<file path="config.mk">
export PLATFORM = sky130hd
export DESIGN_NAME = tmr_timer_core
export DESIGN_NICKNAME = d
export VERILOG_FILES = /design/src/core/tmr_pkg.sv /design/src/core/tmr_timer_core.sv
export SDC_FILE = /design/constraint.sdc
export NUM_CORES = 1
export LEC_CHECK = 0
export BUFFER_PORTS_ARGS = -buffer_cell sky130_fd_sc_hd__buf_2
export CORE_ASPECT_RATIO = 1.1
export CORE_MARGIN = 8
export CORE_UTILIZATION = 52
export DETAILED_ROUTE_END_ITERATION = 12
export PLACE_DENSITY = 0.75
export SETUP_SLACK_MARGIN = 0.15
export SYNTH_ARGS = -nofsm -noshare
export SYNTH_HDL_FRONTEND = slang
export SYNTH_SLANG_ARGS = --single-unit
</file>
<file path="constraint.sdc">
create_clock -name i_ref_clk -period 2.2 [get_ports i_ref_clk]
set_input_delay 0.33 -clock i_ref_clk [delete_from_list [all_inputs] [get_ports i_ref_clk]]
set_output_delay 0.33 -clock i_ref_clk [all_outputs]
set_load 0.005 [all_outputs]
</file>
<file path="src/core/tmr_pkg.sv">
// Package for the 16-bit peripheral timer block: file addresses, fields, resets.
// Assumes an 8-bit file-register port from the CPU with separate read and write strobes.
package tmr_pkg;
  // ----------------------------------------
  // File addresses
  // ----------------------------------------
  localparam logic [7:0] ADDR_INT_CTRL = 8'h0B;
  localparam logic [7:0] ADDR_INT_CTRL_B1 = 8'h8B;
  localparam logic [7:0] ADDR_PIR_FLAGS = 8'h0C;
  localparam logic [7:0] ADDR_CNT_LOW = 8'h0E;
  localparam logic [7:0] ADDR_CNT_HIGH = 8'h0F;
  localparam logic [7:0] ADDR_TMR_CTRL = 8'h10;
  localparam logic [7:0] ADDR_PIR_ENABLES = 8'h8C;
  // ----------------------------------------
  // Field positions
  // ----------------------------------------
  localparam int GLOBAL_EN_BIT = 7;
  localparam int PERIPH_EN_BIT = 6;
  localparam int OVF_BIT = 0;
  localparam int CMP_BIT = 3;
  localparam int ADC_BIT = 6;
  localparam int EE_BIT = 7;
  localparam int GATE_EN_BIT = 6;
  localparam int PRESC_LSB = 4;
  localparam int OSC_EN_BIT = 3;
  localparam int SYNC_DIS_BIT = 2;
  localparam int SRC_SEL_BIT = 1;
  localparam int RUN_BIT = 0;
  // ----------------------------------------
  // Masks and reset values
  // ----------------------------------------
  localparam logic [7:0] FLAG_MASK = 8'hC9;
  localparam logic [7:0] TMR_CTRL_MASK = 8'h7F;
  localparam logic [7:0] INT_CTRL_RST = 8'h00;
  localparam logic [7:0] FLAGS_RST = 8'h00;
  localparam logic [7:0] ENABLES_RST = 8'h00;
  localparam logic [7:0] TMR_CTRL_RST = 8'h00;
  localparam logic [15:0] COUNT_RST = 16'h0000;
  // Instruction clock is the oscillator divided by four
  localparam int INSTR_DIV = 4;
  localparam logic [1:0] INSTR_LAST = 2'(INSTR_DIV - 1);
endpackage

</file>
<file path="src/core/tmr_timer_core.sv">
// Timer block: 16-bit counter, control register, peripheral flags and enables.
// Assumes CPU strobes and pins are synchronous to i_ref_clk (the oscillator).
`timescale 1ns/100ps
`default_nettype none
module tmr_timer_core
  import tmr_pkg::*;
(
  input wire logic i_ref_clk,
  input wire logic i_sys_rst,
  input wire logic [7:0] i_addr,
  input wire logic i_wr,
  input wire logic [7:0] i_wdata,
  input wire logic i_rd,
  output logic [7:0] o_rdata,
  input wire logic i_ext_clk_pin,
  input wire logic i_gate_pin,
  input wire logic i_eeprom_done,
  input wire logic i_conv_done,
  input wire logic i_cmp_change,
  output logic o_irq,
  output logic o_low_power_osc_enable
);
  // ----------------------------------------
  // Registers
  // ----------------------------------------
  logic [7:0] int_ctrl_r;
  logic [7:0] flags_r;
  logic [7:0] enables_r;
  logic [7:0] tmr_ctrl_r;
  logic [15:0] count_r;
  logic [1:0] instr_div_r;
  logic [2:0] presc_r;
  logic ext_meta_r;
  logic ext_sync_r;
  logic ext_prev_r;
  logic ext_raw_prev_r;
  logic [7:0] rdata_nxt;
  logic src_tick;
  logic presc_tick;
  logic count_en;
  logic overflow;

  // ----------------------------------------
  // Clock source and prescaler
  // ----------------------------------------
  always_ff @(posedge i_ref_clk)
  begin
    if (i_sys_rst)
    begin
      ext_meta_r <= 1'b0;
      ext_sync_r <= 1'b0;
      ext_prev_r <= 1'b0;
      ext_raw_prev_r <= 1'b0;
    end
    else
    begin
      ext_meta_r <= i_ext_clk_pin;
      ext_sync_r <= ext_meta_r;
      ext_prev_r <= ext_sync_r;
      ext_raw_prev_r <= i_ext_clk_pin;
    end
  end

  always_ff @(posedge i_ref_clk)
  begin
    if (i_sys_rst)
      instr_div_r <= 2'h0;
    else
      instr_div_r <= instr_div_r + 2'h1;
  end

  // Unsynchronised path samples the pin directly; two cycles less latency, no metastability cover
  always_comb
  begin
    if (!tmr_ctrl_r[SRC_SEL_BIT])
      src_tick = (instr_div_r == INSTR_LAST);
    else if (tmr_ctrl_r[SYNC_DIS_BIT])
      src_tick = i_ext_clk_pin & ~ext_raw_prev_r;
    else
      src_tick = ext_sync_r & ~ext_prev_r;
  end

  assign count_en = tmr_ctrl_r[RUN_BIT] &
                    (~tmr_ctrl_r[GATE_EN_BIT] | ~i_gate_pin);

  always_ff @(posedge i_ref_clk)
  begin
    if (i_sys_rst)
      presc_r <= 3'h0;
    else if (src_tick && count_en)
      presc_r <= presc_r + 3'h1;
  end

  always_comb
  begin
    unique case (tmr_ctrl_r[PRESC_LSB +: 2])
      2'h0: presc_tick = 1'b1;
      2'h1: presc_tick = presc_r[0];
      2'h2: presc_tick = &presc_r[1:0];
      2'h3: presc_tick = &presc_r;
    endcase
  end

  // ----------------------------------------
  // Counter
  // ----------------------------------------
  assign overflow = src_tick && count_en && presc_tick && (count_r == 16'hFFFF);

  always_ff @(posedge i_ref_clk)
  begin
    if (i_sys_rst)
      count_r <= COUNT_RST;
    else if (i_wr && i_addr == ADDR_CNT_LOW)
      count_r[7:0] <= i_wdata;
    else if (i_wr && i_addr == ADDR_CNT_HIGH)
      count_r[15:8] <= i_wdata;
    else if (src_tick && count_en && presc_tick)
      count_r <= count_r + 16'h0001;
  end

  // ----------------------------------------
  // Control, flags and enables
  // ----------------------------------------
  always_ff @(posedge i_ref_clk)
  begin
    if (i_sys_rst)
      tmr_ctrl_r <= TMR_CTRL_RST;
    else if (i_wr && i_addr == ADDR_TMR_CTRL)
      tmr_ctrl_r <= i_wdata & TMR_CTRL_MASK;
  end

  always_ff @(posedge i_ref_clk)
  begin
    if (i_sys_rst)
      int_ctrl_r <= INT_CTRL_RST;
    else if (i_wr && (i_addr == ADDR_INT_CTRL || i_addr == ADDR_INT_CTRL_B1))
      int_ctrl_r <= i_wdata;
  end

  always_ff @(posedge i_ref_clk)
  begin
    if (i_sys_rst)
      enables_r <= ENABLES_RST;
    else if (i_wr && i_addr == ADDR_PIR_ENABLES)
      enables_r <= i_wdata & FLAG_MASK;
  end

  // Event set wins over a software clear in the same cycle
  always_ff @(posedge i_ref_clk)
  begin
    if (i_sys_rst)
      flags_r <= FLAGS_RST;
    else
    begin
      if (i_wr && i_addr == ADDR_PIR_FLAGS)
        flags_r <= (i_wdata & FLAG_MASK)
                   | ({7'h00, overflow} << OVF_BIT)
                   | ({7'h00, i_cmp_change} << CMP_BIT)
                   | ({7'h00, i_conv_done} << ADC_BIT)
                   | ({7'h00, i_eeprom_done} << EE_BIT);
      else
      begin
        if (overflow)
          flags_r[OVF_BIT] <= 1'b1;
        if (i_cmp_change)
          flags_r[CMP_BIT] <= 1'b1;
        if (i_conv_done)
          flags_r[ADC_BIT] <= 1'b1;
        if (i_eeprom_done)
          flags_r[EE_BIT] <= 1'b1;
      end
    end
  end

  // The core saves only the return PC; this request carries no context
  always_ff @(posedge i_ref_clk)
  begin
    if (i_sys_rst)
      o_irq <= 1'b0;
    else
      o_irq <= int_ctrl_r[GLOBAL_EN_BIT] & int_ctrl_r[PERIPH_EN_BIT]
               & |(flags_r & enables_r);
  end

  always_ff @(posedge i_ref_clk)
  begin
    if (i_sys_rst)
      o_low_power_osc_enable <= 1'b0;
    else
      o_low_power_osc_enable <= tmr_ctrl_r[OSC_EN_BIT];
  end

  // ----------------------------------------
  // Read path
  // ----------------------------------------
  always_comb
  begin
    unique case (i_addr)
      ADDR_INT_CTRL, ADDR_INT_CTRL_B1: rdata_nxt = int_ctrl_r;
      ADDR_PIR_FLAGS: rdata_nxt = flags_r & FLAG_MASK;
      ADDR_PIR_ENABLES: rdata_nxt = enables_r;
      ADDR_CNT_LOW: rdata_nxt = count_r[7:0];
      ADDR_CNT_HIGH: rdata_nxt = count_r[15:8];
      ADDR_TMR_CTRL: rdata_nxt = tmr_ctrl_r;
      default: rdata_nxt = 8'h00;
    endcase
  end

  always_ff @(posedge i_ref_clk)
  begin
    if (i_sys_rst)
      o_rdata <= 8'h00;
    else if (i_rd)
      o_rdata <= rdata_nxt;
  end

  // ----------------------------------------
  // Checks
  // ----------------------------------------
  a_ovf_sets_flag: assert property (@(posedge i_ref_clk) disable iff (i_sys_rst)
    overflow |=> flags_r[OVF_BIT])
    else $error("overflow did not set flag");
  a_flag_holds: assert property (@(posedge i_ref_clk) disable iff (i_sys_rst)
    flags_r[OVF_BIT] && !(i_wr && i_addr == ADDR_PIR_FLAGS) |=> flags_r[OVF_BIT])
    else $error("overflow flag dropped without a write");
  a_no_run_hold: assert property (@(posedge i_ref_clk) disable iff (i_sys_rst)
    !tmr_ctrl_r[RUN_BIT] && !(i_wr && (i_addr == ADDR_CNT_LOW || i_addr == ADDR_CNT_HIGH))
      |=> $stable(count_r))
    else $error("counter moved while stopped");
  a_gate_hold: assert property (@(posedge i_ref_clk) disable iff (i_sys_rst)
    tmr_ctrl_r[GATE_EN_BIT] && i_gate_pin && !i_wr |=> $stable(count_r))
    else $error("counter moved with gate high");
  a_int_rate: assert property (@(posedge i_ref_clk) disable iff (i_sys_rst)
    !tmr_ctrl_r[SRC_SEL_BIT] && src_tick |=> !src_tick [*3])
    else $error("internal tick faster than divide by four");
  a_unimpl_zero: assert property (@(posedge i_ref_clk) disable iff (i_sys_rst)
    (flags_r & ~FLAG_MASK) == 8'h00 && (enables_r & ~FLAG_MASK) == 8'h00)
    else $error("unimplemented flag bit set");
  a_event_flags: assert property (@(posedge i_ref_clk) disable iff (i_sys_rst)
    i_cmp_change |=> flags_r[CMP_BIT])
    else $error("comparator flag not set");
  a_irq_gated: assert property (@(posedge i_ref_clk) disable iff (i_sys_rst)
    !int_ctrl_r[GLOBAL_EN_BIT] |=> !o_irq)
    else $error("request without global enable");
  a_presc_div8: assert property (@(posedge i_ref_clk) disable iff (i_sys_rst)
    tmr_ctrl_r[PRESC_LSB +: 2] == 2'h3 && src_tick && presc_r == 3'h0 |-> !presc_tick)
    else $error("divide by eight ticked early");
  c_overflow: cover property (@(posedge i_ref_clk) overflow);
  c_irq: cover property (@(posedge i_ref_clk) o_irq);
  c_ext_sync: cover property (@(posedge i_ref_clk)
    tmr_ctrl_r[SRC_SEL_BIT] && !tmr_ctrl_r[SYNC_DIS_BIT] && src_tick);
endmodule // tmr_timer_core
`default_nettype wire

</file>
==> Word level (Yosys, flattened, before mapping) <==
Cells that the tools add are included.
{ "op_classes": {"n_addsub": 3, "reduce_logical": 23, "n_eq_ne": 13, "muxes": 15, "bitwise_logic": 16} }
{ "op_table": {"columns": ["operator", "count"], "rows": [
  ["one-hot mux 8 bit (6 select lines)", 1],
  ["== test 8 x 4 -> 1 bit, second input constant", 4],
  ["two-way mux 8 bit", 3],
  ["adder 16 x 1 -> 16 bit, second input constant", 1],
  ["== test 16 bit, second input constant", 1],
  ["== test 8 bit, second input constant", 2],
  ["two-way mux 16 bit", 1],
  ["nonzero test 2 bit", 6],
  ["logical AND 1 bit", 9],
  ["AND 8 bit", 1],
  ["== test 8 x 5 -> 1 bit, second input constant", 1],
  ["two-way mux 1 bit", 8],
  ["bitwise OR 8 x 1 -> 8 bit", 1],
  ["bitwise OR 8 x 4 -> 8 bit", 1],
  ["bitwise OR 8 x 7 -> 8 bit", 1],
  ["bitwise OR 8 bit", 1],
  ["OR reduction 8 bit", 1],
  ["== test 2 bit, second input constant", 3],
  ["AND reduction 2 bit", 3],
  ["AND 1 bit", 5],
  ["NOT 1 bit", 5],
  ["one-hot mux 1 bit (4 select lines)", 1],
  ["adder 3 x 1 -> 3 bit, second input constant", 1],
  ["AND reduction 3 bit", 1],
  ["8 further kinds", 8]
]} }
{ "totals": {"ff_bits": 61, "inputBits": 25, "out_inout_bits": 10} }

==> Logic depth before layout (Yosys ltp) <==
Gate-level depths: netlist (run 1).
{ "depth": {"ltp_word": 12, "mapped_depth": 8} }

==> Worst setup path after synthesis (run 1) <==
No wires, ideal clock.
{ "synth_timing": {"path_kind": "in2reg", "startpoint": "input port i_addr[5]", "endpoint": "register count_r[12]", "path_slack_ps": 62, "t_required_ps": 2048, "stages": 7, "arrival_time_ps": 1986, "setup_time_ps": 152, "path_cell_list": "or4b_1 -> buf_2 -> or4_1 -> buf_2 -> and3_4 -> a211oi_2 -> a311oi_1"} }
{ "synth_between": {"elab_chain_cells": 4} }
{ "synth_lines": {"columns": ["item", "line", "source"], "rows": [
  ["from (decl)", "tmr_timer_core.sv:10", "input wire logic [7:0] i_addr,"],
  ["== test 8 x 4 -> 1 bit, on equally long branches", "tmr_timer_core.sv:115, tmr_timer_core.sv:113", null],
  ["logical AND 1 bit, on equally long branches", "tmr_timer_core.sv:115, tmr_timer_core.sv:113", null],
  ["nonzero test 2 bit (no source line) or NOT 1 bit (tied branches)", null, null],
  ["AND reduction 2 bit (no source line)", null, null],
  ["to (signal assigned)", "tmr_timer_core.sv:116", "count_r[15:8] <= i_wdata;"],
  ["to (signal assigned)", "tmr_timer_core.sv:118", "count_r <= count_r + 16'h0001;"],
  ["to (decl)", "tmr_timer_core.sv:30", "logic [15:0] count_r;"]
]} }
Parallel ways exist; a longest one is shown, timed or not.
A chain may end at the register's enable or synchronous reset.

==> Worst setup path after layout (run 1) <==
{ "layout_timing": {"startpoint": "register presc_r[1]", "endpoint": "register count_r[7]"} }
{ "layout_between": {"elab_chain_cells": 5} }
{ "layout_lines": {"columns": ["item", "line", "source"], "rows": [
  ["from (decl)", "tmr_timer_core.sv:32", "logic [2:0] presc_r;"],
  ["from (signal assigned)", "tmr_timer_core.sv:91", "presc_r <= presc_r + 3'h1;"],
  ["AND reduction 3 bit or AND reduction 2 bit (tied branches)", "tmr_timer_core.sv:100, tmr_timer_core.sv:99", null],
  ["one-hot mux 1 bit (4 select lines) *", "tmr_timer_core.sv:96", "unique case (tmr_ctrl_r[PRESC_LSB +: 2])"],
  ["logical AND 1 bit *", "tmr_timer_core.sv:117", "else if (src_tick && count_en && presc_tick)"],
  ["nonzero test 2 bit (no source line) *", null, null],
  ["AND reduction 2 bit (no source line) *", null, null],
  ["to (signal assigned)", "tmr_timer_core.sv:114", "count_r[7:0] <= i_wdata;"],
  ["to (signal assigned)", "tmr_timer_core.sv:118", null]
]} }
Mark *: on every way between the ends. The rest lies on a longest branch, timed or not.

==> impl_results.md, run 1 <==
- Run status: completed
- Main combinational cell family by area after synthesis: simple AND/OR/NAND/NOR gates
- Non-Filler Cell Area, Final: 3580 µm²
- Arrival @ worst endpoint: 2.24 ns
- Die width: 88.4 µm
- Share of the synthesized area in the top cell type: 38.1%
- Worst relative slew slack: 71.4%
- Simple-gate share of the synthesized area: 27.0%
- Area of the die: 8450 µm²
- Total overflow reported by the global router: 0
- Sum of routed wire length over all layers: 8.61 mm
- Number of synthesized flops with an enable pin: 0
- Routed WL per cell: 17.9 µm
- Number of pins exceeding their max-slew limit in the final report: 0
- Detail Route Antenna Nets: 0
- Biggest fanout along the worst timing path: 12
- Clock tree root driver cell: clkbuf_8
- Setup violators final: 0
- Pin count of the biggest net entering global routing: 40
- Xor-xnor portion of the synthesized cell area: 0.584%
- Global placement routability congestion: 0.963
- Via count: 2920
- Antenna violations before repair: 0
- Pre-antenna DRT Iters: 5
- Global-route wire length before repair: 14.3 mm
- Via count of the first global-routing pass: 2932
- Final Total Pwr: 2.19 mW
- Clock tree from TritonCTS: yes
- Core Area: 5660 µm²
- Cell with the most instances after synthesis: dfxtp_1
- Worst-case vdd ir drop: 0.000487 V
- Vias per Instance: 6.07
- Lkg Pwr: 1.32 nW
- Dpl ws: -0.0203 ns
- DRT iter0 DRCs: 342
- Unrepaired setup endpoints after global routing: true
- Startpoint types: register
- Critical path required time: 2.46 ns
- GRT Total Usage: 21.9%
- Number of hold violations in the final report: 0
- Multiplexer share of the synthesized area: 6.72%
- Post-route clock skew: 0.00608 ns
- Maximum achievable frequency: 0.503 GHz
- Power density relative to cell area: 612 nW/µm²
- Synth Net Count: 383
- Number of distinct standard cells referenced by the synthesized netlist: 58
- Cell Area, Placed: 3350 µm²
- Max-capacitance violation count: 0
- Final core area utilization: 63.2%
- Slew @ Worst Pin: 0.423 ns
- Post-synthesis compound-gate area fraction: 21.1%
- Share of synthesized registers carrying an async set or reset: 0%
- Antenna diode count: 0
- Count of nets after finishing: 429
- Htree depth: 3
- Clock transition at the register clock pins on the worst setup and hold paths after CTS: 0.07 ns
- Share of the yosys chip area belonging to registers: 38.1%
- Deepest clock path buffer count: 2
- Area growth from synthesis to layout: 19.3%
- Routed met1 length: 3.91 mm
- Total number of yosys warnings: 0
- Top routing layer in use: met4
- # IOs: 35
- Post-layout worst setup margin: 0.213 ns
- Row Count: 29
- Min Tclk post-route: 1.99 ns
- Kind of capture point of the worst setup path: register
- Total CTS buffers: 9
- Starting density of the core: 53.0%
- Number of storage elements in the synthesis netlist: 57
- Post-detail-place hpwl: 6.39 mm
- Setup_tns: 0 ns
- Cell type contributing the most total cell area after synthesis: dfxtp_1
- Synth Cell Area: 3000 µm²
- Layout cells sized above 1: 22.3%
- Commonest register cell after synthesis: dfxtp_1
- Post-route fraction of the period consumed by the critical path: 90.3%
- Adder-cell share of the synthesized area: 1.67%
- Number of clock sinks seen by CTS: 57
- Synth top cells by count: dfxtp_1 (57), nand2_1 (38), nand3_1 (28), nor2_1 (28), a21oi_1 (21)
- Critical path class: reg2reg
- Worst hold-check path type: in2reg
- Biggest area contributors in the synthesized netlist: dfxtp_1 (38%), mux2i_1 (6.3%), nand2_1 (4.8%), nand3_1 (4.7%), a21oi_1 (3.5%)
- Syn Inst Count: 354
- Port bufs: 34
- Die height: 95.6 µm
- Mean cell area of the mapped netlist: 8.47 µm²
- Residual DRC count: 0
- Clock insertion delay at the later pin of the skew report: 0.34 ns
- Detailed-routed wire length on met2: 3.95 mm
- Met3 wire length: 488 µm
-- report_power, final --
group / total, mW / internal [mW] / switching (mW) / leakage [nW]
sequential: 1.05 / 1.05 / 0.00761 / 0.462
combinational: 0.143 / 0.0524 / 0.0907 / 0.757
clock: 0.991 / 0.575 / 0.416 / 0.102
-- layout by cell type, fill, tap and decap left out, types with 5 or more instances in the layout --
cell type,count
dfxtp_1,57
nand2_1,38
buf_2,34
nor2_1,28
nand3_1,27
buf_4,25
a21oi_1,20
mux2i_1,19
o21ai_0,12
clkbuf_8,11
a311oi_1,10
nor2b_1,8
a22oi_1,8
inv_1,7
o21ai_1,6
a22o_1,6
o211ai_1,5
or3_1,5
-- worst max-delay path, cell delays in order (launching register included) --
cell	delay [ns]
dfxtp_1	0.34
ha_1	0.17
ha_1	0.14
mux2i_1	0.09
a21oi_2	0.24
nand4_4	0.23
or3_1	0.42
a311oi_2	0.25
-- cell type report --
type                       count  area, µm²
sequential                    57       1140
fill                         503       2080
tap                           77       96.3
clock inverter                 3       40.0
timing repair buffer          60        378
multi-input combinational    265       1740
clock buffer                  12        155
inverter                       7       26.3
-- state kept, by name (all words and copies together) (netlist names) --
register / cells
flags_r: 4
ext_raw_prev_r: 1
int_ctrl_r: 8
count_r: 16
ext_prev_r: 1
presc_r: 3
o_rdata: 8
enables_r: 4
tmr_ctrl_r: 7
o_low_power_osc_enable: 1
ext_sync_r: 1
instr_div_r: 2
o_irq: 1
-- per-layer routing --
metal	up-vias	GRT usage, %
met3	23	5.00
met1	1377	27.3
met4	0	9.73
met2	107	35.1
met5	-	0
li1	1413	-
-- through the flow --
stage               instances  hold WS, ns
finish                    481        0.217
global route              481        0.228
CTS                       480        0.215
detailed placement        465        0.410
global placement          465        0.402
floorplan                 354        0.390
-- kinds of logic (layout without fill, tap and decap cells) --
logic type	Yosys count	count (layout)
and+or+nand+nor	149	149
AOI/OAI and AO/OA	90	90
DFF	57	57
buffers and inverters	32	82
muxes	20	20
adders and majority gates	4	4
xor gates and xnor gates	2	2
-- path summary, 6_finish.rpt --
path,start,endpoint,slack [ns],cells after the start
worst max-delay path,presc_r[1],count_r[7],0.21,7
worst min-delay path,i_conv_done,flags_r[6],0.22,3
worst max register to register,presc_r[1],count_r[7],0.21,7
worst min register to register,instr_div_r[0],instr_div_r[0],0.41,1
-- what timing repair did --
action | 4_1_cts | 5_1_grt
hold buffers | 0 | 0
endpoints found under the setup margin | 6 | 8
resized for setup | 2 | 2
pin swaps | 0 | 2
buffers inserted | 0 | 1
Power figures use the tool's default switching activity.
==> inputs of run 2 (changes only) <==
CORE_UTILIZATION = 54   (was 52)
CTS_BUF_LIST = sky130_fd_sc_hd__clkbuf_2 sky130_fd_sc_hd__clkbuf_4 sky130_fd_sc_hd__clkbuf_8   (was not set)
==> run 2 against run 1 <==
First-iteration DRC count is 5.0% higher. Combinational power is essentially flat. Fmax decreased by 0.38%. Sequential cell count did not move. Register-to-register slack barely moved. Die area fell by 3.1%. Critical path depth unchanged. Via count grew 4.1%.
==> impl_results.md, run 2 (synthesis gave the netlist of run 1 again) <==
- Residual DRC count: 0 (unchanged)
- Post-Layout Cell Count: 482 (+0.21%)
- DRT iter0 DRCs: 359 (+5.0%)
- Layout cells sized above 1: 24.6% (+2.3 points)
- Kind of capture point of the worst setup path: register
- Global-route wire length before repair: 14.1 mm (-1.5%)
- Biggest fanout along the worst timing path: 7 (-5)
- Number of clock sinks seen by CTS: 57 (unchanged)
- Longest individual stage delay on the worst path: 0.42 ns (about the same)
- Maximum achievable frequency: 0.501 GHz (-0.38%)
- Most frequent standard cell in the layout excluding fill and tap cells: dfxtp_1
- GRT Total Usage: 22.1% (+0.17 points)
- Area of the die: 8190 µm² (-3.1%)
- Critical path required time: 2.46 ns (about the same)
- Flip-flop count of the largest register, all copies and words added: 16 (unchanged)
- Number of pins exceeding their max-slew limit in the final report: 0 (unchanged)
- Clock group share of total power: 50.2% (+4.9 points)
- Clock transition at the register clock pins on the worst setup and hold paths after CTS: 0.07 ns (about the same)
- Setup_tns: 0 ns (unchanged)
- Detail Route Antenna Nets: 0 (unchanged)
- Cell family with the largest share of critical-path delay: simple AND/OR/NAND/NOR gates
- P_sw: 0.533 mW (+3.6%)
- Sequential share of power: 43.8% (-4.3 points)
- Routed WL per cell: 18.7 µm (+4.6%)
- Worst-case vdd ir drop: 0.000541 V (+11%)
- Sum of routed wire length over all layers: 9.03 mm (+4.9%)
- Starting density of the core: 55.9% (+3.0 points)
- Register name with the most flops: count_r
- Post-detail-place hpwl: 6.17 mm (-3.5%)
- Leading registers by flop count: count_r x16, int_ctrl_r x8, o_rdata x8
- Antenna diode count: 0 (unchanged)
- Setup violators final: 0 (unchanged)
- Run status: completed
- Pre-antenna DRT Iters: 5 (unchanged)
- Count of nets after finishing: 431 (+0.47%)
- Arrival @ worst endpoint: 2.25 ns (about the same)
- Clock insertion delay at the later pin of the skew report: 0.35 ns (about the same)
- Sequence of cells on the critical path: ha_2 > ha_1 > mux2i_1 > a21oi_2 > nand4_4 > or3_1 > a311oi_2
- Net switching share of the total power: 22.2% (-1.4 points)
- Total overflow reported by the global router: 0 (unchanged)
- Clock tree root driver cell: clkbuf_8
- Min Tclk post-route: 1.99 ns (+0.00762 ns)
- # hold bufs at CTS: 0 (unchanged)
- # IOs: 35 (unchanged)
- Max-capacitance violation count: 0 (unchanged)
- Top library cells by usage in the layout, fill and taps aside: dfxtp_1 (57), nand2_1 (38), buf_2 (35), nor2_1 (28)
- Deepest clock path buffer count: 2 (unchanged)
- Worst relative slew slack: 63.9% (-7.5 points)
- Htree depth: 3 (unchanged)
- Row Count: 28 (-3.4%)
- Critical path class: reg2reg
- Final Total Pwr: 2.41 mW (+10%)
- Via count: 3040 (+4.1%)
- Clock tree from TritonCTS: yes
- Vias per Instance: 6.31 (+3.9%)
- Die height: 94.1 µm (-1.6%)
- Area growth from synthesis to layout: 22.6%
- Cell Area, Placed: 3300 µm² (-1.6%)
- Combinational fraction of design power: 5.9% (-0.6 points)
- Grt met2 use: 35.9% (+0.78 points)
- Port bufs: 34 (unchanged)
- Total CTS buffers: 9 (unchanged)
- Worst path bufs/invs: 0 (unchanged)
- Instance count after placement with tap cells included: 458 (-1.5%)
- Non-Filler Cell Area, Final: 3670 µm² (+2.8%)
- Post-route fraction of the period consumed by the critical path: 90.7% (+0.35 points)
- Antenna violations before repair: 0 (unchanged)
- Core Area: 5360 µm² (-5.3%)
- Slew @ Worst Pin: 0.539 ns (+0.116 ns)
- Die width: 87.0 µm (-1.5%)
- Worst hold-check path type: in2reg
- Lkg Pwr: 1.35 nW (+2.0%)
- Unrepaired setup endpoints after global routing: true
- GRT met3 Usage: 5.25% (+0.25 points)
- Startpoint types: register
- Slowest cell on the critical path: or3_1
- Number of hold violations in the final report: 0 (unchanged)
- GR Layer Usage met1: 26.9% (-0.36 points)
- Via count of the first global-routing pass: 2805 (-4.3%)
- Gr busiest metal: met2
- Cell internal power dissipation: 1.87 mW (+12%)
- Post-route clock skew: 0.00463 ns (-0.00146 ns)
- Global placement routability congestion: 0.910 (-5.5%)
- Power density relative to cell area: 655 nW/µm² (+7.0%)
- Pin count of the biggest net entering global routing: 47 (+18%)
==> run 2: cell types whose count changed in the layout (fill, tap and decap cells not counted), moves of 2 or more <==
cell | before | now
nor4_2 | 2 | 0
clkbuf_8 | 11 | 9
a311oi_1 | 10 | 8
buf_4 | 25 | 27
clkbuf_4 | 0 | 2
bufinv_16 | 1 | 3
a311oi_2 | 1 | 3
nor4_4 | 0 | 2
==> run 2: final timing paths <==
check / startpoint / end / slack, ns / cells after the start
worst max-delay path: presc_r[0] / count_r[4] / 0.21 / 7
worst max register to register: presc_r[0] / count_r[4] / 0.21 / 7
worst min-delay path: i_conv_done / flags_r[6] / 0.22 / 3
worst min register to register: instr_div_r[0] / instr_div_r[0] / 0.42 / 1
==> run 2: per-layer routing <==
layer,vias to the layer above,wire length (µm)
met5,-,0
met3,22,581
met2,138,4440
met4,0,196
met1,1454,3810
li1,1426,-
==> run 2: worst min-delay path, stage by stage <==
cell and delay (ns):
buf_2 0.09, inv_1 0.04, a21oi_1 0.05
==> run 2: power groups by stage <==
stage | combinational (mW) | sequential, mW | clock (mW)
global placement | 0.136 | 1.08 | 0
floorplan | 0.0741 | 1.07 | 0
global route | 0.153 | 1.05 | 1.27
finish | 0.142 | 1.05 | 1.21
CTS | 0.139 | 1.05 | 1.22
detailed placement | 0.138 | 1.08 | 0
==> run 2: metrics by stage <==
step	hold WS, ns	worst slack [ns]	util, %
2_1_floorplan	0.390	0.0906	-
3_3_place_gp	0.401	0.0140	61.5
3_5_place_dp	0.410	-0.0123	61.5
4_1_cts	0.216	0.124	66.2
5_1_grt	0.211	0.0967	68.6
6_report	0.217	0.205	68.6
==> run 2: repair_timing <==
action                     CTS  global route
pin swaps                    0             5
setup endpoints to repair    4            11
resized for setup            1            13
setup buffers                0             8
==> run 2: layout make-up <==
class | count | area, µm²
clock buffer | 11 | 139
inverter | 7 | 26.3
fill | 440 | 1690
timing repair buffer | 62 | 378
tap | 75 | 93.8
clock inverter | 5 | 104
multi-input combinational | 265 | 1790
sequential | 57 | 1140
==> inputs of run 3 (changes only) <==
CORE_UTILIZATION = 65   (was 54)
PLACE_DENSITY = 0.85   (was 0.75)
clock period = 2.5 ns   (was 2.2 ns; I/O delays follow)
==> run 3 against run 2 <==
Clock-buffer cell count unchanged. Sequential power decreased by 12%. Setup slack got worse by 0.0044 ns. Clock skew increased by 0.00081 ns. Non-clock buffer count decreased by 17. Global-route usage increased by 4.3 points. Critical endpoint is now flags_r[0]. Largest cell class unchanged.
==> impl_results.md, run 3 (synthesis gave the netlist of run 1 again) <==
- Die height: 87.2 µm (-7.4%)
- Slew @ Worst Pin: 0.553 ns (+0.0139 ns)
- Number of stages on the worst setup path: 7 (unchanged)
- Power density relative to cell area: 614 nW/µm² (-6.3%)
- Flip-flop count of the largest register, all copies and words added: 16 (unchanged)
- Via count of the first global-routing pass: 2884 (+2.8%)
- Worst path bufs/invs: 0 (unchanged)
- Max-capacitance violation count: 0 (unchanged)
- Vias per Instance: 6.80 (+7.8%)
- Sequence of cells on the critical path: ha_1 > ha_1 > mux2i_1 > a21oi_1 > nand3_2 > or4_1 > a21oi_1
- Longest individual stage delay on the worst path: 0.62 ns (+0.20 ns)
- Critical path required time: 2.77 ns (+0.31 ns)
- Setup_tns: 0 ns (unchanged)
- Number of clock sinks seen by CTS: 57 (unchanged)
- Critical path class: reg2reg
- Number of stages on the worst hold path: 2 (-1)
- Antenna diode count: 0 (unchanged)
- Number of hold violations in the final report: 0 (unchanged)
- DRT iter0 DRCs: 371 (+3.3%)
- Residual DRC count: 0 (unchanged)
- Core Area: 4550 µm² (-15%)
- Cell family with the largest share of critical-path delay: simple AND/OR/NAND/NOR gates
- Post-layout worst setup margin: 0.201 ns (-0.00443 ns)
- Leading registers by flop count: count_r x16, int_ctrl_r x8, o_rdata x8
- Area of the die: 7040 µm² (-14%)
- Worst hold-check path type: in2reg
- Worst-case vdd ir drop: 0.000720 V (+33%)
- Post-detail-place hpwl: 6.14 mm (-0.54%)
- GRT Total Usage: 26.3% (+4.3 points)
- Count of nets after finishing: 414 (-3.9%)
- Dpl ws: 0.170 ns (+0.182 ns)
- Global-route wire length before repair: 14.3 mm (+1.7%)
- Top library cells by usage in the layout, fill and taps aside: dfxtp_1 (57), nand2_1 (38), buf_2 (34), nor2_1 (28), nand3_1 (27)
- Layout cells sized above 1: 19.0% (-5.6 points)
- Total overflow reported by the global router: 0 (unchanged)
- Global placement routability congestion: 0.935 (+2.8%)
- Lkg Pwr: 1.26 nW (-6.2%)
- Post-Layout Cell Count: 446 (-7.5%)
- Sum of routed wire length over all layers: 8.95 mm (-0.87%)
- Starting density of the core: 65.8% (+9.9 points)
- Clock tree from TritonCTS: yes
- Antenna violations before repair: 0 (unchanged)
- Path depth of the worst reg2reg path: 7 (unchanged)
- Deepest clock path buffer count: 2 (unchanged)
- Setup violators final: 0 (unchanged)
- Final core area utilization: 76.2% (+7.7 points)
- Clock transition at the register clock pins on the worst setup and hold paths after CTS: 0.07 ns (about the same)
- Worst relative slew slack: 62.9% (-1.0 points)
- Area growth from synthesis to layout: 15.8%
- Maximum achievable frequency: 0.435 GHz (-13%)
- Slack of the worst reg-to-reg path: 0.20 ns (about the same)
- Die width: 80.8 µm (-7.2%)
- Biggest fanout along the worst timing path: 9 (+2)
- Detail Route Antenna Nets: 0 (unchanged)
- Register name with the most flops: count_r
- Via count: 3033 (-0.23%)
- Run status: completed
- Pre-antenna DRT Iters: 5 (unchanged)
- Startpoint types: register
- Most frequent standard cell in the layout excluding fill and tap cells: dfxtp_1
- Total CTS buffers: 9 (unchanged)
- Post-route fraction of the period consumed by the critical path: 92.0% (+1.3 points)
- Min Tclk post-route: 2.30 ns (+0.304 ns)
- Pin count of the biggest net entering global routing: 32 (-32%)
- Instance count after placement with tap cells included: 430 (-6.1%)
- Unrepaired setup endpoints after global routing: true
- Clock insertion delay at the later pin of the skew report: 0.34 ns (about the same)
- Post-route clock skew: 0.00543 ns (+0.000806 ns)
- # IOs: 35 (unchanged)
- Routed WL per cell: 20.1 µm (+7.1%)
- Row Count: 26 (-7.1%)
- Htree depth: 3 (unchanged)
- Kind of capture point of the worst setup path: register
- Arrival @ worst endpoint: 2.57 ns (+0.32 ns)
- Number of pins exceeding their max-slew limit in the final report: 0 (unchanged)
- Slowest cell on the critical path: or4_1
- Port bufs: 34 (unchanged)
- Clock tree root driver cell: clkbuf_8
==> run 3: cell types whose count changed in the layout (fill, tap and decap cells not counted), sizes merged <==
cell | previous run | this run
clkinvlp | 0 | 1
clkinv | 2 | 1
buf | 62 | 45
==> run 3: per-stage QoR <==
stage          power [mW]  hold slack [ns]  cell area [µm²]
3_3_place_gp         1.06            0.401             3200
6_report             2.13            0.272             3470
4_1_cts              2.13            0.262             3450
5_1_grt              2.19            0.271             3470
2_1_floorplan        1.01            0.390             3000
3_5_place_dp         1.06            0.416             3200
==> run 3: power by group <==
part	total [mW]	switching (mW)	internal, mW
Clock	1.08	0.382	0.699
Combinational	0.123	0.0813	0.0413
Sequential	0.927	0.00771	0.920
==> run 3: area by class of cell <==
cell class | count | area, µm²
clock buffer | 11 | 145
clock inverter | 5 | 103
fill | 330 | 1080
inverter | 7 | 26.3
multi-input combinational | 265 | 1730
sequential | 57 | 1140
tap | 56 | 70.1
timing repair buffer | 45 | 253
==> run 3: final timing paths <==
kind	from	to
worst min-delay path	i_ext_clk_pin	ext_raw_prev_r
worst max register to register	presc_r[0]	flags_r[0]
worst min register to register	instr_div_r[0]	instr_div_r[0]
worst max-delay path	presc_r[0]	flags_r[0]
==> run 3: routing by layer <==
| metal | GRT usage, % | vias up | wire (µm) |
|---|---|---|---|
| li1 | - | 1388 | - |
| met1 | 32.0 | 1403 | 3600 |
| met2 | 41.2 | 201 | 4120 |
| met3 | 5.37 | 41 | 823 |
| met4 | 16.6 | 0 | 409 |
| met5 | 0 | - | 0 |
==> run 3: repair_timing <==
action | in CTS | in global routing
endpoints found under the setup margin | 0 | 7
hold endpoints to repair | 0 | 0
hold buffers | 0 | 0
setup buffers | 0 | 0
resized for setup | 0 | 3
==> run 3: worst register-to-register path: stages, from the launching register on <==
cell	delay (ns)
dfxtp_1	0.38
ha_1	0.20
ha_1	0.15
mux2i_1	0.09
a21oi_1	0.39
nand3_2	0.25
or4_1	0.62
a21oi_1	0.16
